<file path="src/verilog/mode_select_consts.vh">
// Constants for the drive operation mode selector.
`ifndef MODE_SELECT_CONSTS_VH
`define MODE_SELECT_CONSTS_VH
// Register byte addresses.
`define ADDR_MODE_SETTING   4'h0
`define ADDR_CONTROL        4'h4
`define ADDR_STATUS         4'h8
`define ADDR_WRITE_POLICY   4'hC
// Mode setting codes.
`define MS_SWITCH_EXT_PU    3'h0
`define MS_FIXED_PU         3'h1
`define MS_FIXED_EXT        3'h2
`define MS_COMBINED_1       3'h3
`define MS_COMBINED_2       3'h4
`define MS_SWITCHOVER       3'h6
`define MS_INTERLOCK        3'h7
`define MS_RESET_VALUE      3'h0
`define MS_UNUSED_CODE      3'h5
// Active operation mode codes.
`define OP_TERMINAL         2'h0
`define OP_KEYPAD           2'h1
`define OP_REMOTE           2'h2
`define OP_COMBINED         2'h3
// Frequency source codes.
`define FS_PANEL            3'h0
`define FS_TERM2            3'h1
`define FS_TERM4            3'h2
`define FS_MULTI            3'h3
`define FS_LOOP             3'h4
`define FS_JOG              3'h5
`define FS_REMOTE           3'h6
// Control register bit positions.
`define CTL_REQ_VALID       0
`define CTL_REQ_LO          1
`define CTL_REQ_HI          2
`define CTL_PARAM_WR        3
`define CTL_STOP_ALL_N      4
`endif

</file>
<file path="src/verilog/mode_fsm.v">
// Operation mode state register with switch acceptance logic.
`timescale 1ns/1ps
`include "mode_select_consts.vh"
module mode_fsm (
  // Clock and reset.
  input  wire       clock,
  input  wire       resetn,
  // Mode setting and requests.
  input  wire [2:0] mode_setting,
  input  wire       setting_written,
  input  wire       switch_req,
  input  wire [1:0] switch_target,
  input  wire       panel_lockout_input,
  // Current mode.
  output reg  [1:0] op_mode_reg
);
  reg        switch_ok;
  reg  [1:0] op_mode_next;
  // Power-on mode for each setting.
  function [1:0] entry_mode;
    input [2:0] s;
    begin
      case (s)
        `MS_FIXED_PU:   entry_mode = `OP_KEYPAD;
        `MS_COMBINED_1: entry_mode = `OP_COMBINED;
        `MS_COMBINED_2: entry_mode = `OP_COMBINED;
        default:        entry_mode = `OP_TERMINAL;
      endcase
    end
  endfunction
  // Decide acceptance of a switch and the next mode.
  always @* begin
    case (mode_setting)
      `MS_SWITCH_EXT_PU: switch_ok = (switch_target == `OP_TERMINAL) ||
                                     (switch_target == `OP_KEYPAD); // RL3
      `MS_SWITCHOVER:    switch_ok = (switch_target != `OP_COMBINED); // RL16
      `MS_INTERLOCK:     switch_ok = panel_lockout_input &&
                                     (switch_target != `OP_COMBINED); // RL12
      default:           switch_ok = 1'b0; // RL2 RL4 RL5 RL8
    endcase
    op_mode_next = op_mode_reg;
    if (setting_written) begin
      op_mode_next = entry_mode(mode_setting);
    end else if ((mode_setting == `MS_INTERLOCK) && !panel_lockout_input) begin
      op_mode_next = `OP_TERMINAL; // RL17
    end else if (switch_req && switch_ok) begin
      op_mode_next = switch_target; // RL19
    end
  end
  // Mode register, reloaded to the reset setting's entry mode.
  always @(posedge clock or negedge resetn) begin
    if (!resetn) begin
      op_mode_reg <= `OP_TERMINAL; // RL1 RL19
    end else begin
      op_mode_reg <= op_mode_next;
    end
  end
endmodule // mode_fsm

</file>
<file path="src/verilog/freq_source_mux.v">
// Selects the frequency source for the active mode.
`timescale 1ns/1ps
`include "mode_select_consts.vh"
module freq_source_mux (
  // Mode inputs.
  input  wire [1:0] op_mode,
  input  wire [2:0] mode_setting,
  // Frequency qualifiers.
  input  wire       multi_speed_active,
  input  wire       loop_control_enable,
  input  wire       analog_current_select,
  input  wire       jog_input,
  // Selected source.
  output reg  [2:0] freq_source
);
  // Priority selection per mode.
  always @* begin
    freq_source = `FS_PANEL;
    if (op_mode == `OP_REMOTE) begin
      freq_source = `FS_REMOTE; // RL13
    end else if (op_mode == `OP_KEYPAD) begin
      freq_source = `FS_PANEL;
    end else if ((op_mode == `OP_COMBINED) && (mode_setting == `MS_COMBINED_1)) begin
      if (multi_speed_active) begin
        freq_source = `FS_MULTI; // RL6
      end else if (loop_control_enable) begin
        freq_source = `FS_LOOP; // RL6
      end else if (analog_current_select) begin
        freq_source = `FS_TERM4; // RL6 RL7
      end else begin
        freq_source = `FS_PANEL; // RL6
      end
    end else begin
      if (jog_input) begin
        freq_source = `FS_JOG; // RL8 RL9
      end else if (multi_speed_active) begin
        freq_source = `FS_MULTI; // RL9
      end else if (analog_current_select) begin
        freq_source = `FS_TERM4; // RL9
      end else begin
        freq_source = `FS_TERM2; // RL9
      end
    end
  end
endmodule // freq_source_mux

</file>
<file path="src/verilog/drive_operation_mode_select.v">
// Operation mode selector of a motor drive with an Avalon-MM register port.
//
// Function
// RL1: Codes 0 and 2 start in terminal mode.
// RL2: Code 2 locks terminal mode.
// RL3: Code 0 toggles terminal and keypad modes.
// RL4: Code 1 fixes keypad mode.
// RL5: Code 3: panel frequency, terminal start.
// RL6: Code 3 frequency priority: multi, loop, term4, panel.
// RL7: Combined mode uses terminal 4 when selected.
// RL8: Code 4: terminal frequency, keypad start.
// RL9: Terminal mode uses start inputs and terminals.
// RL10: Terminal mode refuses ordinary parameter writes.
// RL11: Mode setting writable in every mode.
// RL12: Code 7 switching only with lockout on.
// RL13: Remote mode takes commands from link.
// RL14: Mode change from panel or link.
// RL15: Keypad stop honoured in every mode.
// RL16: Code 6 switches modes while running.
// RL17: Code 7 forces terminal when lockout off.
// RL18: Invalid mode codes are rejected.
// RL19: Mode held in register, changed on accept.
`timescale 1ns/1ps
`include "mode_select_consts.vh"
module drive_operation_mode_select (
  // Clock and reset.
  input  wire        clock,
  input  wire        resetn,
  // Avalon-MM slave.
  input  wire [3:0]  address,
  input  wire        read,
  input  wire        write,
  input  wire [31:0] writedata,
  output reg  [31:0] readdata,
  output wire        waitrequest,
  // Operator keypad.
  input  wire        keypad_toggle_key,
  input  wire        keypad_run_key,
  input  wire        keypad_fwd_key,
  input  wire        keypad_rev_key,
  input  wire        keypad_stop_key,
  input  wire [15:0] panel_freq,
  // Remote link.
  input  wire        link_mode_req,
  input  wire [1:0]  link_mode_target,
  input  wire        link_run_fwd,
  input  wire        link_run_rev,
  input  wire [15:0] link_freq,
  // Control terminals.
  input  wire        forward_start_input,
  input  wire        reverse_start_input,
  input  wire [3:0]  multi_speed_inputs,
  input  wire        loop_control_enable,
  input  wire        analog_current_select,
  input  wire        panel_lockout_input,
  input  wire        jog_input,
  input  wire [15:0] term2_freq,
  input  wire [15:0] term4_freq,
  input  wire [15:0] multi_speed_freq,
  input  wire [15:0] loop_freq,
  input  wire [15:0] jog_freq,
  // Drive command outputs.
  output reg         run_forward,
  output reg         run_reverse,
  output reg  [15:0] freq_command,
  output reg  [2:0]  freq_source_sel,
  output wire [1:0]  op_mode,
  output reg         param_write_ok
);
  // Width of the multi-speed input field.
  localparam MULTI_W = 4;
  // Stored settings written over the bus.
  reg  [2:0]  mode_setting_reg;
  reg  [1:0]  param_write_policy_reg;
  reg         stop_all_modes_reg;
  // Bus handshake state and one-cycle strobes towards the mode register.
  reg         setting_written_reg;
  reg         reg_req_reg;
  reg  [1:0]  reg_target_reg;
  reg         ack_reg;
  reg         reject_reg;
  // Keypad edge detection and the merged switch request.
  reg         toggle_prev_reg;
  reg         switch_req;
  reg  [1:0]  switch_target;
  // Next values of the registered drive commands.
  reg         run_fwd_next;
  reg         run_rev_next;
  reg  [15:0] freq_next;
  // Combinational helpers.
  wire [2:0]  freq_source;
  wire        toggle_edge;
  wire        bus_access;
  wire        write_done;
  wire        stop_active;
  wire        multi_speed_active;
  wire [4:0]  multi_chain;
  genvar      gi;

  // Legal setting codes; the one unused code is refused and not stored.
  function legal_code;
    input [2:0] c;
    begin
      legal_code = (c != `MS_UNUSED_CODE); // RL18
    end
  endfunction

  // True while the keypad owns the start and frequency commands.
  function is_keypad;
    input [1:0] m;
    begin
      is_keypad = (m == `OP_KEYPAD);
    end
  endfunction

  // Keypad forward start: the panel run key or the keypad forward key.
  function keypad_forward;
    input run_key;
    input fwd_key;
    begin
      keypad_forward = run_key || fwd_key;
    end
  endfunction

  // One wait state per access: a request is taken while ack_reg is low and
  // completes in the next cycle with waitrequest low. ack_reg also blocks a
  // second take of a request that the master still holds at completion.
  assign bus_access  = (read || write) && !ack_reg;
  assign waitrequest = (read || write) && !ack_reg;
  assign write_done  = write && ack_reg;
  assign toggle_edge = keypad_toggle_key && !toggle_prev_reg;

  // Multi-speed is active while any of its inputs is high, an OR chain
  // built one stage per input bit.
  assign multi_chain[0] = 1'b0;
  generate
    for (gi = 0; gi < MULTI_W; gi = gi + 1) begin : g_multi_or
      assign multi_chain[gi+1] = multi_chain[gi] | multi_speed_inputs[gi];
    end
  endgenerate
  assign multi_speed_active = multi_chain[MULTI_W];

  // Bus register writes and read data capture.
  always @(posedge clock or negedge resetn) begin
    if (!resetn) begin
      // Stop key acts in every mode after reset; the setting restarts at code 0.
      ack_reg                <= 1'b0;
      readdata               <= 32'h0000_0000;
      mode_setting_reg       <= `MS_RESET_VALUE;
      param_write_policy_reg <= 2'h0;
      stop_all_modes_reg     <= 1'b1;
      setting_written_reg    <= 1'b0;
      reg_req_reg            <= 1'b0;
      reg_target_reg         <= `OP_TERMINAL;
      reject_reg             <= 1'b0;
    end else begin
      ack_reg             <= bus_access;
      setting_written_reg <= 1'b0;
      reg_req_reg         <= 1'b0;
      // Writes commit at the edge that completes the transfer, when the
      // master sees waitrequest low, so a write never lands while stalled.
      if (write_done) begin
        case (address)
          `ADDR_MODE_SETTING: begin
            // Always writable, independent of write policy and mode.
            if (legal_code(writedata[2:0])) begin // RL11 RL18
              mode_setting_reg    <= writedata[2:0];
              setting_written_reg <= 1'b1;
              reject_reg          <= 1'b0;
            end else begin
              reject_reg <= 1'b1; // RL18
            end
          end
          `ADDR_CONTROL: begin
            // A switch request lasts one cycle; the stop selection is stored.
            reg_req_reg        <= writedata[`CTL_REQ_VALID]; // RL14
            reg_target_reg     <= writedata[`CTL_REQ_HI:`CTL_REQ_LO];
            stop_all_modes_reg <= !writedata[`CTL_STOP_ALL_N];
          end
          `ADDR_WRITE_POLICY: param_write_policy_reg <= writedata[1:0];
          default: ;
        endcase
      end
      // Read data is captured in the wait cycle and stands at the completing edge.
      if (bus_access && read) begin
        case (address)
          `ADDR_MODE_SETTING: readdata <= {29'h0, mode_setting_reg};
          `ADDR_CONTROL:      readdata <= {27'h0, !stop_all_modes_reg, 4'h0};
          // Status shows the live mode and source, not a stored copy.
          `ADDR_STATUS:       readdata <= {25'h0, reject_reg, param_write_ok,
                                           freq_source, op_mode};
          `ADDR_WRITE_POLICY: readdata <= {30'h0, param_write_policy_reg};
          default:            readdata <= 32'h0000_0000;
        endcase
      end
    end
  end

  // Gather switch requests: link first, then register, then keypad toggle.
  // One request reaches the mode register per cycle; lower ones are dropped.
  always @* begin
    switch_req    = 1'b0;
    switch_target = `OP_TERMINAL;
    if (link_mode_req) begin
      switch_req    = 1'b1; // RL14
      switch_target = link_mode_target;
    end else if (reg_req_reg) begin
      switch_req    = 1'b1; // RL14
      switch_target = reg_target_reg;
    end else if (toggle_edge) begin
      switch_req    = 1'b1; // RL3
      switch_target = is_keypad(op_mode) ? `OP_TERMINAL : `OP_KEYPAD;
    end
  end

  // Mode state register and switch acceptance.
  mode_fsm u_mode_fsm (
    .clock               (clock),
    .resetn              (resetn),
    .mode_setting        (mode_setting_reg),
    .setting_written     (setting_written_reg),
    .switch_req          (switch_req),
    .switch_target       (switch_target),
    .panel_lockout_input (panel_lockout_input),
    .op_mode_reg         (op_mode)
  );

  // Frequency source priority for the active mode.
  freq_source_mux u_freq_source_mux (
    .op_mode               (op_mode),
    .mode_setting          (mode_setting_reg),
    .multi_speed_active    (multi_speed_active),
    .loop_control_enable   (loop_control_enable),
    .analog_current_select (analog_current_select),
    .jog_input             (jog_input),
    .freq_source           (freq_source)
  );

  // Keypad stop acts in every mode unless disabled, always in keypad mode.
  // The stop key is a level, so a held key keeps both directions off.
  assign stop_active = keypad_stop_key && (stop_all_modes_reg || is_keypad(op_mode)); // RL15

  // Start command and frequency selection.
  always @* begin
    case (op_mode)
      // Keypad mode: the panel run key or the keypad keys start the motor.
      `OP_KEYPAD: begin
        run_fwd_next = keypad_forward(keypad_run_key, keypad_fwd_key);
        run_rev_next = keypad_rev_key;
      end
      // Remote mode: both directions come from the serial link.
      `OP_REMOTE: begin
        run_fwd_next = link_run_fwd; // RL13
        run_rev_next = link_run_rev; // RL13
      end
      // Combined modes: code 3 starts from the terminals, code 4 from the keypad.
      `OP_COMBINED: begin
        if (mode_setting_reg == `MS_COMBINED_1) begin
          run_fwd_next = forward_start_input; // RL5
          run_rev_next = reverse_start_input; // RL5
        end else begin
          run_fwd_next = keypad_forward(keypad_run_key, keypad_fwd_key); // RL8
          run_rev_next = keypad_rev_key; // RL8
        end
      end
      // Terminal mode: the start terminals drive the motor.
      default: begin
        run_fwd_next = forward_start_input; // RL9
        run_rev_next = reverse_start_input; // RL9
      end
    endcase
    // Frequency value of the selected source.
    case (freq_source)
      `FS_TERM2:  freq_next = term2_freq;
      `FS_TERM4:  freq_next = term4_freq; // RL7
      `FS_MULTI:  freq_next = multi_speed_freq;
      `FS_LOOP:   freq_next = loop_freq;
      `FS_JOG:    freq_next = jog_freq;
      `FS_REMOTE: freq_next = link_freq;
      default:    freq_next = panel_freq;
    endcase
  end

  // Registered command outputs: every command follows its inputs one cycle
  // later, and opposing directions or an active stop key hold both off.
  always @(posedge clock or negedge resetn) begin
    if (!resetn) begin
      run_forward     <= 1'b0;
      run_reverse     <= 1'b0;
      freq_command    <= 16'h0000;
      freq_source_sel <= `FS_PANEL;
      param_write_ok  <= 1'b0;
      toggle_prev_reg <= 1'b0;
    end else begin
      // Key history for the toggle edge; reset low, the key's idle level.
      toggle_prev_reg <= keypad_toggle_key;
      run_forward     <= run_fwd_next && !run_rev_next && !stop_active;
      run_reverse     <= run_rev_next && !run_fwd_next && !stop_active;
      freq_command    <= freq_next;
      freq_source_sel <= freq_source;
      param_write_ok  <= (op_mode != `OP_TERMINAL); // RL10
    end
  end
endmodule // drive_operation_mode_select

</file>
<file path="config.mk">
export PLATFORM = sky130hd
export DESIGN_NAME = drive_operation_mode_select
export DESIGN_NICKNAME = d
export VERILOG_FILES = /design/src/verilog/mode_fsm.v /design/src/verilog/freq_source_mux.v /design/src/verilog/drive_operation_mode_select.v
export VERILOG_INCLUDE_DIRS = /design/src /design/src/verilog
export SDC_FILE = /design/constraint.sdc
export NUM_CORES = 1
export LEC_CHECK = 0
export BUFFER_PORTS_ARGS = -buffer_cell sky130_fd_sc_hd__buf_2
export CAP_MARGIN = 20
export CORE_MARGIN = 2
export CORE_UTILIZATION = 40
export CTS_CLUSTER_SIZE = 28
export DETAILED_ROUTE_END_ITERATION = 16
export PLACE_DENSITY = 0.82
export SYNTH_ARGS = -nofsm -noshare
export SYNTH_HDL_FRONTEND = slang
export SYNTH_SLANG_ARGS = --single-unit
</file>
<file path="constraint.sdc">
create_clock -name clock -period 3.6 [get_ports clock]
set_input_delay 0.36 -clock clock [delete_from_list [all_inputs] [get_ports clock]]
set_output_delay 0.36 -clock clock [all_outputs]
set_load 0.05 [all_outputs]
</file>
==> results.ini, run 1 <==
[die]
die_y_um=89.6
rows=31
io-pin-count=229
fp.coreArea_sq_um=7180
chipWidth_um=89.6
fp.dieArea_sq_um=8030
initial_core_util_pct=40.8

[flow_run]
maxCapViolCount=0

[clocking]
clockBufferDepth=2
tritoncts=built
h-tree-depth=2
clkTransAtPathRegs_ns=0.09
cts_root_buf=clkbuf_8
cts-buffers-inserted=5
postCtsHoldBufs=0
clock_sinks=44
cts_setup_buffers=0
cts_resized=0
clkLatencyLatePin_ns=0.30

[global_route]
grt_max_degree=45
antenna_found_initial=0
track_usage_pct=22.2
grt_pass1_vias=2753
grt_pass1_wl_um=13500
overflow=0

[worst_setup_path]
cp.required_ns=3.77
worstRegToRegCells=5
crit_arrival_ns=2.66
end_kind=register
worstSetupPathType=reg -> reg
critPathSlowestCell=dfrtp_1
path_max_fanout=17
startpoint_type=register
critPathMaxStageDelay_ns=0.65
cp_cell_sequence=or2_2 > a21boi_2 > nor2_1 > o211a_1 > a221o_1
r2r_start=u_mode_fsm.op_mode_reg[1]
startpoint=u_mode_fsm.op_mode_reg[1]

[timing]
setup_viol=0
relSlewSlack_pct=34.0
setup_tns_ns=0
hold_slack_ns=0.185
maxSlewViolCount=0
rsz0062_at_grt=false
fin_ws_ns=1.12
min_period_over_period_pct=69.0
finalHoldViolCount=0
worst_pin_slew_ns=0.990
fin_crit_ns=2.48
fmax_mhz=403
finalClockSkew_ns=0.00739

[min_path]
min_from=writedata[4]
min_path_cells=2
hold_path.class=in -> reg

[place]
gp_congestion=0.844
dp_slack_ns=1.15
dp.cells=561
place_hpwl_um=7700
port_buffers=175

[routing]
drt_first_pass_iters=7
wl_um=9850
via_count=3240
via_per_inst=5.69
ant_nets=0
drt_iter0_markers=289
route.detailed.drc=0
wl_per_cell_um=17.3

[yosys]
synth_area_sq_um=2930
synth_edf_count=0
syn-instance-count=306
ys_ff_latch=44
ys.flop_type=dfrtp_1
yosysSeqAreaShare_pct=37.6
synth.distinct_cells=56
yosysWarnings=0
avgSynthCellArea_sq_um=9.58
async_reset_ff_share_pct=100

[layout]
fin_nets=641
largest_reg_flops=16
area_growth_syn_to_layout_pct=30.5
drive_gt1_share_pct=43.4
top_regs=freq_command x16, readdata x7
antenna_cells=0
regMostFlops=freq_command
fillers=682
fin_cells=569

[power]
power_frac_seq_pct=27.8
power.internal_mw=1.35
switchingPower_mw=1.44
power.leakage_nw=1.87
p_per_area_nw_per_um2=727
vdd_drop_max_v=0.000278
p_comb_share_pct=60.5
clkPwrFrac_pct=11.8
swShare_pct=51.6

[status]
status=finished, final reports clean

-- critical path, delay by kind of cell, from the launching register on --
family / cells / cell delay (ns)
AOI/OAI and AO/OA: 3 / 1.41
DFF: 1 / 0.65
and+or+nand+nor: 2 / 0.30
-- final timing paths --
path | to | slack, ns
worst max-delay path | freq_command[11] | 1.12
worst min-delay path | stop_all_modes_reg | 0.18
worst max register to register | freq_command[11] | 1.12
worst min register to register | ack_reg | 0.49
max in group asynchronous | freq_command[3] | 2.76
min in group asynchronous | toggle_prev_reg | 0.21
-- power groups by stage --
stage	clock network [mW]	logic (mW)	registers, mW
after CTS	0.335	1.68	0.770
final	0.327	1.68	0.773
after global routing	0.356	1.78	0.801
after global placement	0	1.64	0.775
after detailed placement	0	1.68	0.780
after floorplan	0	0.833	1.22
-- layout make-up --
class,instances,area (sq um),share of cell area [%]
Timing Repair Buffer,178,898,23.5
Sequential cell,44,1100,28.8
Tap cell,99,124,3.24
Clock inverter,2,15.0,0.393
Clock buffer,6,82.6,2.16
Inverter,9,33.8,0.883
Multi-Input combinational cell,231,1570,41.0
-- logic make-up (layout without fill, tap and decap cells) --
| family | Yosys count | in the layout | synth area share (%) |
|---|---|---|---|
| simple gates | 85 | 85 | 16.7 |
| other cells | 1 | 25 | 0.128 |
| mux | 11 | 11 | 3.93 |
| compound gates | 110 | 110 | 29.7 |
| buf+inv | 55 | 195 | 11.9 |
| flops | 44 | 44 | 37.6 |
-- synthesized netlist by cell type, drive strengths merged (2+ instances only) --
cell type,n,area [sq um]
and4,2,20.0
buf,38,285
a311oi,2,30.0
mux2,4,45.0
or2,3,18.8
o21ai,15,75.1
a211oi,2,15.0
a221o,17,170
nand2b,2,12.5
nand2,24,97.6
a22oi,25,188
a222oi,11,110
nor3,6,41.3
clkbuf,8,30.0
o211ai,12,90.1
o31ai,2,15.0
and2,2,12.5
mux2i,7,70.1
o22a,2,17.5
nor2b,7,43.8
o22ai,2,12.5
nand4,4,25.0
inv,9,33.8
and3b,2,17.5
nor4b,2,23.8
a21oi,8,43.8
nand3,15,75.1
a22o,3,26.3
o21a,2,15.0
nor2,9,33.8
dfrtp,43,1080
-- metal layers --
metal	up-vias	wire (um)	global-route usage, %
met1	1559	3960	30.5
li1	1466	-	-
met2	189	4690	33.4
met4	0	280	10.2
met3	26	924	4.75
met5	-	0	0
-- stage by stage --
step / cell area, sq um / utilization (%) / total power, mW
4_1_cts: 3820 / 53.3 / 2.78
6_report: 3820 / 53.3 / 2.78
5_1_grt: 3820 / 53.3 / 2.94
3_3_place_gp: 3730 / 51.9 / 2.41
3_5_place_dp: 3730 / 51.9 / 2.46
2_1_floorplan: 3020 / - / 2.05
-- placed cells by master (no fill, tap or decap), drive strengths merged, types with 3 or more instances in the layout --
master,n
buf,178
dfrtp,43
a22oi,25
conb,25
nand2,24
a221o,17
nand3,15
o21ai,15
o211ai,12
a222oi,11
nor2,9
inv,9
a21oi,8
nor2b,7
mux2i,7
clkbuf,6
nor3,6
nand4,4
mux2,4
or2,3
a22o,3
No activity file was read; power rests on OpenSTA's default activity.
==> inputs of run 2 (changes only) <==
- ABC_AREA: default -> 1
- PLACE_DENSITY: 0.82 -> 0.79
- clock period: 3.6 -> 2.6 ns (I/O delays scaled with it)
==> results.ini, run 2 <==
[layout]
fin_nets=824
fin_util_pct=54.3
regMostFlops=freq_command
fin_area_sq_um=4240
antenna_cells=0
drive_gt1_share_pct=35.8
largest_reg_flops=16
fin_cells=755
area_growth_syn_to_layout_pct=30.5
top_regs=freq_command x16, readdata x7
layout_common_cells=175 x buf_2, 132 x nand2_1, 64 x nor2_1
final_common_cell=buf_2

[routing]
via_count=3578
ant_nets=0
via_per_inst=4.74
route.detailed.drc=0
drt_first_pass_iters=5
drt_iter0_markers=130
wl_per_cell_um=13.3
wl_um=10000

[yosys]
yosys.area.top_type=dfrtp_1
syn-instance-count=479
synth_area_sq_um=3250
yosys-top-cells-count=132 x nand2_1, 64 x nor2_1, 60 x inv_1
yosysWarnings=0
synth_edf_count=0
async_reset_ff_share_pct=100
ys_ff_latch=44
netlist.area_leader.share_pct=33.2
ys.flop_type=dfrtp_1
avgSynthCellArea_sq_um=6.78
yosysSeqAreaShare_pct=34.0
synth.most_common_cell=nand2_1
synth.area.top_cells=dfrtp_1 33%, nand2_1 15%, nor2_1 7.4%, nand3_2 7.1%, inv_1 6.9%
synth.distinct_cells=32

[clocking]
cts_resized=0
cts-buffers-inserted=5
cts_root_buf=clkbuf_8
tritoncts=built
clock_sinks=44
clkTransAtPathRegs_ns=0.09
clockBufferDepth=2
clkLatencyLatePin_ns=0.30
h-tree-depth=2

[timing]
finalClockSkew_ns=0.00889
relSlewSlack_pct=48.6
min_period_over_period_pct=83.4
maxSlewViolCount=0
fin_ws_ns=0.431
setup_viol=0
fmax_mhz=461
rsz0062_at_grt=false
hold_slack_ns=0.0814
finalHoldViolCount=0
fin_crit_ns=2.17
setup_tns_ns=0
worst_pin_slew_ns=0.772

[global_route]
grt_max_degree=45
overflow=0
antenna_found_initial=0
grt_pass1_wl_um=15300
track_usage_pct=22.1
grt_pass1_vias=3236

[worst_setup_path]
path_max_fanout=28
worstSetupPathType=reg -> reg
cp.required_ns=2.83
crit_arrival_ns=2.40
end_kind=register
startpoint_type=register

[place]
placed_area_sq_um=4090
dp.cells=745
gp_congestion=0.980
dp_slack_ns=0.486
port_buffers=175
place_hpwl_um=8030

[power]
swShare_pct=55.3
switchingPower_mw=2.36
p_per_area_nw_per_um2=1010
clkPwrFrac_pct=12.8
p_comb_share_pct=62.8
power_frac_seq_pct=24.3
power.leakage_nw=2.49
vdd_drop_max_v=0.000528
power.internal_mw=1.91
report.power.total_mw=4.27

[min_path]
hold_path.class=in -> reg

[die]
initial_core_util_pct=41.6
io-pin-count=229
rows=32
chipWidth_um=94.1
fp.coreArea_sq_um=7810
fp.dieArea_sq_um=8850
die_y_um=94.1

[flow_run]
maxCapViolCount=0

[status]
status=finished, final reports clean

run 2: power by group through the flow:
stage	logic (mW)	clock network, mW	registers [mW]
after floorplan	1.38	0	1.71
after global placement	2.63	0	1.04
after detailed placement	2.67	0	1.05
after CTS	2.68	0.560	1.04
after global routing	2.90	0.585	1.06
final	2.68	0.548	1.04
run 2: worst paths after layout:
check                                           from         endpoint  slack, ns  depth (start not counted)
max                        u_mode_fsm.op_mode_reg[0]  freq_command[6]       0.43                         10
max in group asynchronous                     resetn  freq_command[6]       1.75                          3
max reg2reg                u_mode_fsm.op_mode_reg[0]  freq_command[6]       0.43                         10
min in group asynchronous                     resetn      run_reverse       0.37                          2
min                                keypad_toggle_key  toggle_prev_reg       0.08                          1
min reg2reg                                  ack_reg          ack_reg       0.46                          1
run 2: area by class of cell:
class	count	area (sq um)
Multi-Input combinational cell	356	1710
Inverter	65	249
Tap cell	102	128
Sequential cell	44	1100
Clock buffer	5	68.8
Timing Repair Buffer	180	928
Clock inverter	3	46.3
Fill cell	785	3570
run 2: critical path, cell delays in order, from the launching register on:
cell	delay, ns
dfrtp_1	0.53
nand2_2	0.14
inv_2	0.09
nand2_2	0.08
nand2_4	0.10
nand3_2	0.09
nand2_4	0.28
nand3_2	0.43
nor2_1	0.22
nor2_1	0.08
nand3_2	0.06
run 2: logic make-up (layout without fill, tap and decap cells):
logic type             count (synthesis)  count (layout)  share of synthesized area (%)
other                                  1              25                          0.116
buffers and inverters                103             253                           16.0
AND/OR/NAND/NOR                      297             297                           44.1
AO/OA/AOI/OAI                         34              34                           5.82
flip-flops                            44              44                           34.0
run 2: timing repair:
item / 4_1_cts / 5_1_grt
endpoints found under the hold margin: 0 / 10
buffers inserted: 0 / 0
hold buffers: 0 / 1
run 2: routing by layer:
layer	part of all wire (%)	global-route usage (%)	vias to the layer above
li1	-	-	1794
met1	43	29.5	1610
met2	48	36.9	161
met3	6.9	2.89	13
met4	1.5	7.25	0
met5	0	0	-
==> inputs of run 3 (changes only) <==
- clock period: 2.6 -> 2.1 ns (I/O delays scaled with it)
==> results.ini, run 3 (synthesis gave the netlist of run 2 again) <==
[status]
status=finished, final reports clean

[worst_setup_path]
rr_endpoint=freq_command[5]
startpoint=mode_setting_reg[2]
worstRegToRegCells=11
crit_arrival_ns=2.18
end_kind=register
path_max_fanout=18
startpoint_type=register
r2r_start=mode_setting_reg[2]
cp.required_ns=2.28
worstSetupPathType=reg -> reg
rrSetupSlack_ns=0.1

[layout]
fillers=783
fin_nets=826
top_regs=freq_command x16, readdata x7
fin_util_pct=54.6
fin_area_sq_um=4260
final_common_cell=buf_2
area_growth_syn_to_layout_pct=31.2
drive_gt1_share_pct=35.9
regMostFlops=freq_command
antenna_cells=0
fin_cells=757
layout_common_cells=175 x buf_2, 132 x nand2_1, 64 x nor2_1
largest_reg_flops=16

[timing]
fmax_mhz=499
fin_crit_ns=2.00
maxSlewViolCount=0
relSlewSlack_pct=66.6
rsz0062_at_grt=false
finalClockSkew_ns=0.00758
setup_viol=0
finalHoldViolCount=0
worst_pin_slew_ns=0.497
min_period_over_period_pct=95.4
fin_ws_ns=0.0959
hold_slack_ns=0.0261
setup_tns_ns=0

[routing]
drt_first_pass_iters=7
wl_per_cell_um=13.6
drt_iter0_markers=134
ant_nets=0
wl_um=10300
route.detailed.drc=0
via_per_inst=4.83
via_count=3657

[global_route]
track_usage_pct=22.8
grt_pass1_vias=3342
overflow=0
grt_pass1_wl_um=15700
grt_max_degree=27
antenna_found_initial=0

[power]
vdd_drop_max_v=0.000604
p_per_area_nw_per_um2=1260
report.power.total_mw=5.36
power.leakage_nw=2.51

[flow_run]
maxCapViolCount=0

[die]
fp.dieArea_sq_um=8850
chipWidth_um=94.1
io-pin-count=229
rows=32
fp.coreArea_sq_um=7810
initial_core_util_pct=41.6
die_y_um=94.1

[clocking]
clkLatencyLatePin_ns=0.30
tritoncts=built
cts_root_buf=clkbuf_8
cts-buffers-inserted=5
clock_sinks=44
h-tree-depth=2
clockBufferDepth=2
clkTransAtPathRegs_ns=0.09

[place]
port_buffers=175
place_hpwl_um=8210
placed_area_sq_um=4130
dp_slack_ns=0.0373
gp_congestion=0.916
dp.cells=748

[min_path]
min_path_cells=1
min_to=toggle_prev_reg
hold_path.class=in -> reg
min_from=keypad_toggle_key

run 3: cell types whose count changed in the layout (fill, tap and decap cells not counted):
cell and delta:
clkinvlp_4 -1, clkbuf_1 +1, nand3_2 -1, inv_6 -1, a21oi_2 -1, clkinv_2 +1
a21oi_4 +1, buf_4 +2, nand3_4 +1
run 3: final cells by class:
class	instances	area, sq um	share of cell area, %
well taps	102	128	3.00
inverters	65	249	5.85
multi-input cells	356	1730	40.6
clock inverters	2	35.0	0.823
repair buffers	182	943	22.2
clock buffers	6	72.6	1.70
flip-flops and latches	44	1100	25.9
run 3: worst max path at each step:
stage | slack, ns | cells past startpoint | endpoint
after floorplan | 0.13 | 12 | freq_command[0]
after global routing | 0.01 | 10 | freq_command[0]
final | 0.1 | 11 | freq_command[5]
after global placement | 0.15 | 10 | freq_command[12]
after detailed placement | 0.04 | 9 | freq_command[0]
after CTS | 0.009 | 11 | freq_command[0]
run 3: what timing repair did:
action	in CTS	in global routing
setup buffers	0	0
endpoints found under the setup margin	0	16
endpoints found under the hold margin	17	0
hold buffers	1	0
resized for setup	0	2
run 3: layer usage:
metal	part of all wire (%)	global-route usage [%]	vias to the layer above
li1	-	-	1792
met1	42	29.5	1678
met2	50	39.2	171
met3	6.8	3.21	16
met4	1.8	7.25	0
met5	0	0	-
run 3: where the power goes:
part	internal (mW)	switching, mW	leakage, nW
clock network	0.354	0.305	0.0552
registers	1.14	0.139	0.531
logic	0.912	2.51	1.92
run 3: critical path, cell delays in order (launching register included):
cell and delay [ns]:
dfrtp_1 0.44, inv_2 0.11, nand3_2 0.14, nor2_4 0.15
nand2_2 0.12, nand3_2 0.11, nand2_4 0.15, buf_12 0.20
nand3_1 0.07, nand2_1 0.05, nor2_1 0.23, nand3_2 0.10
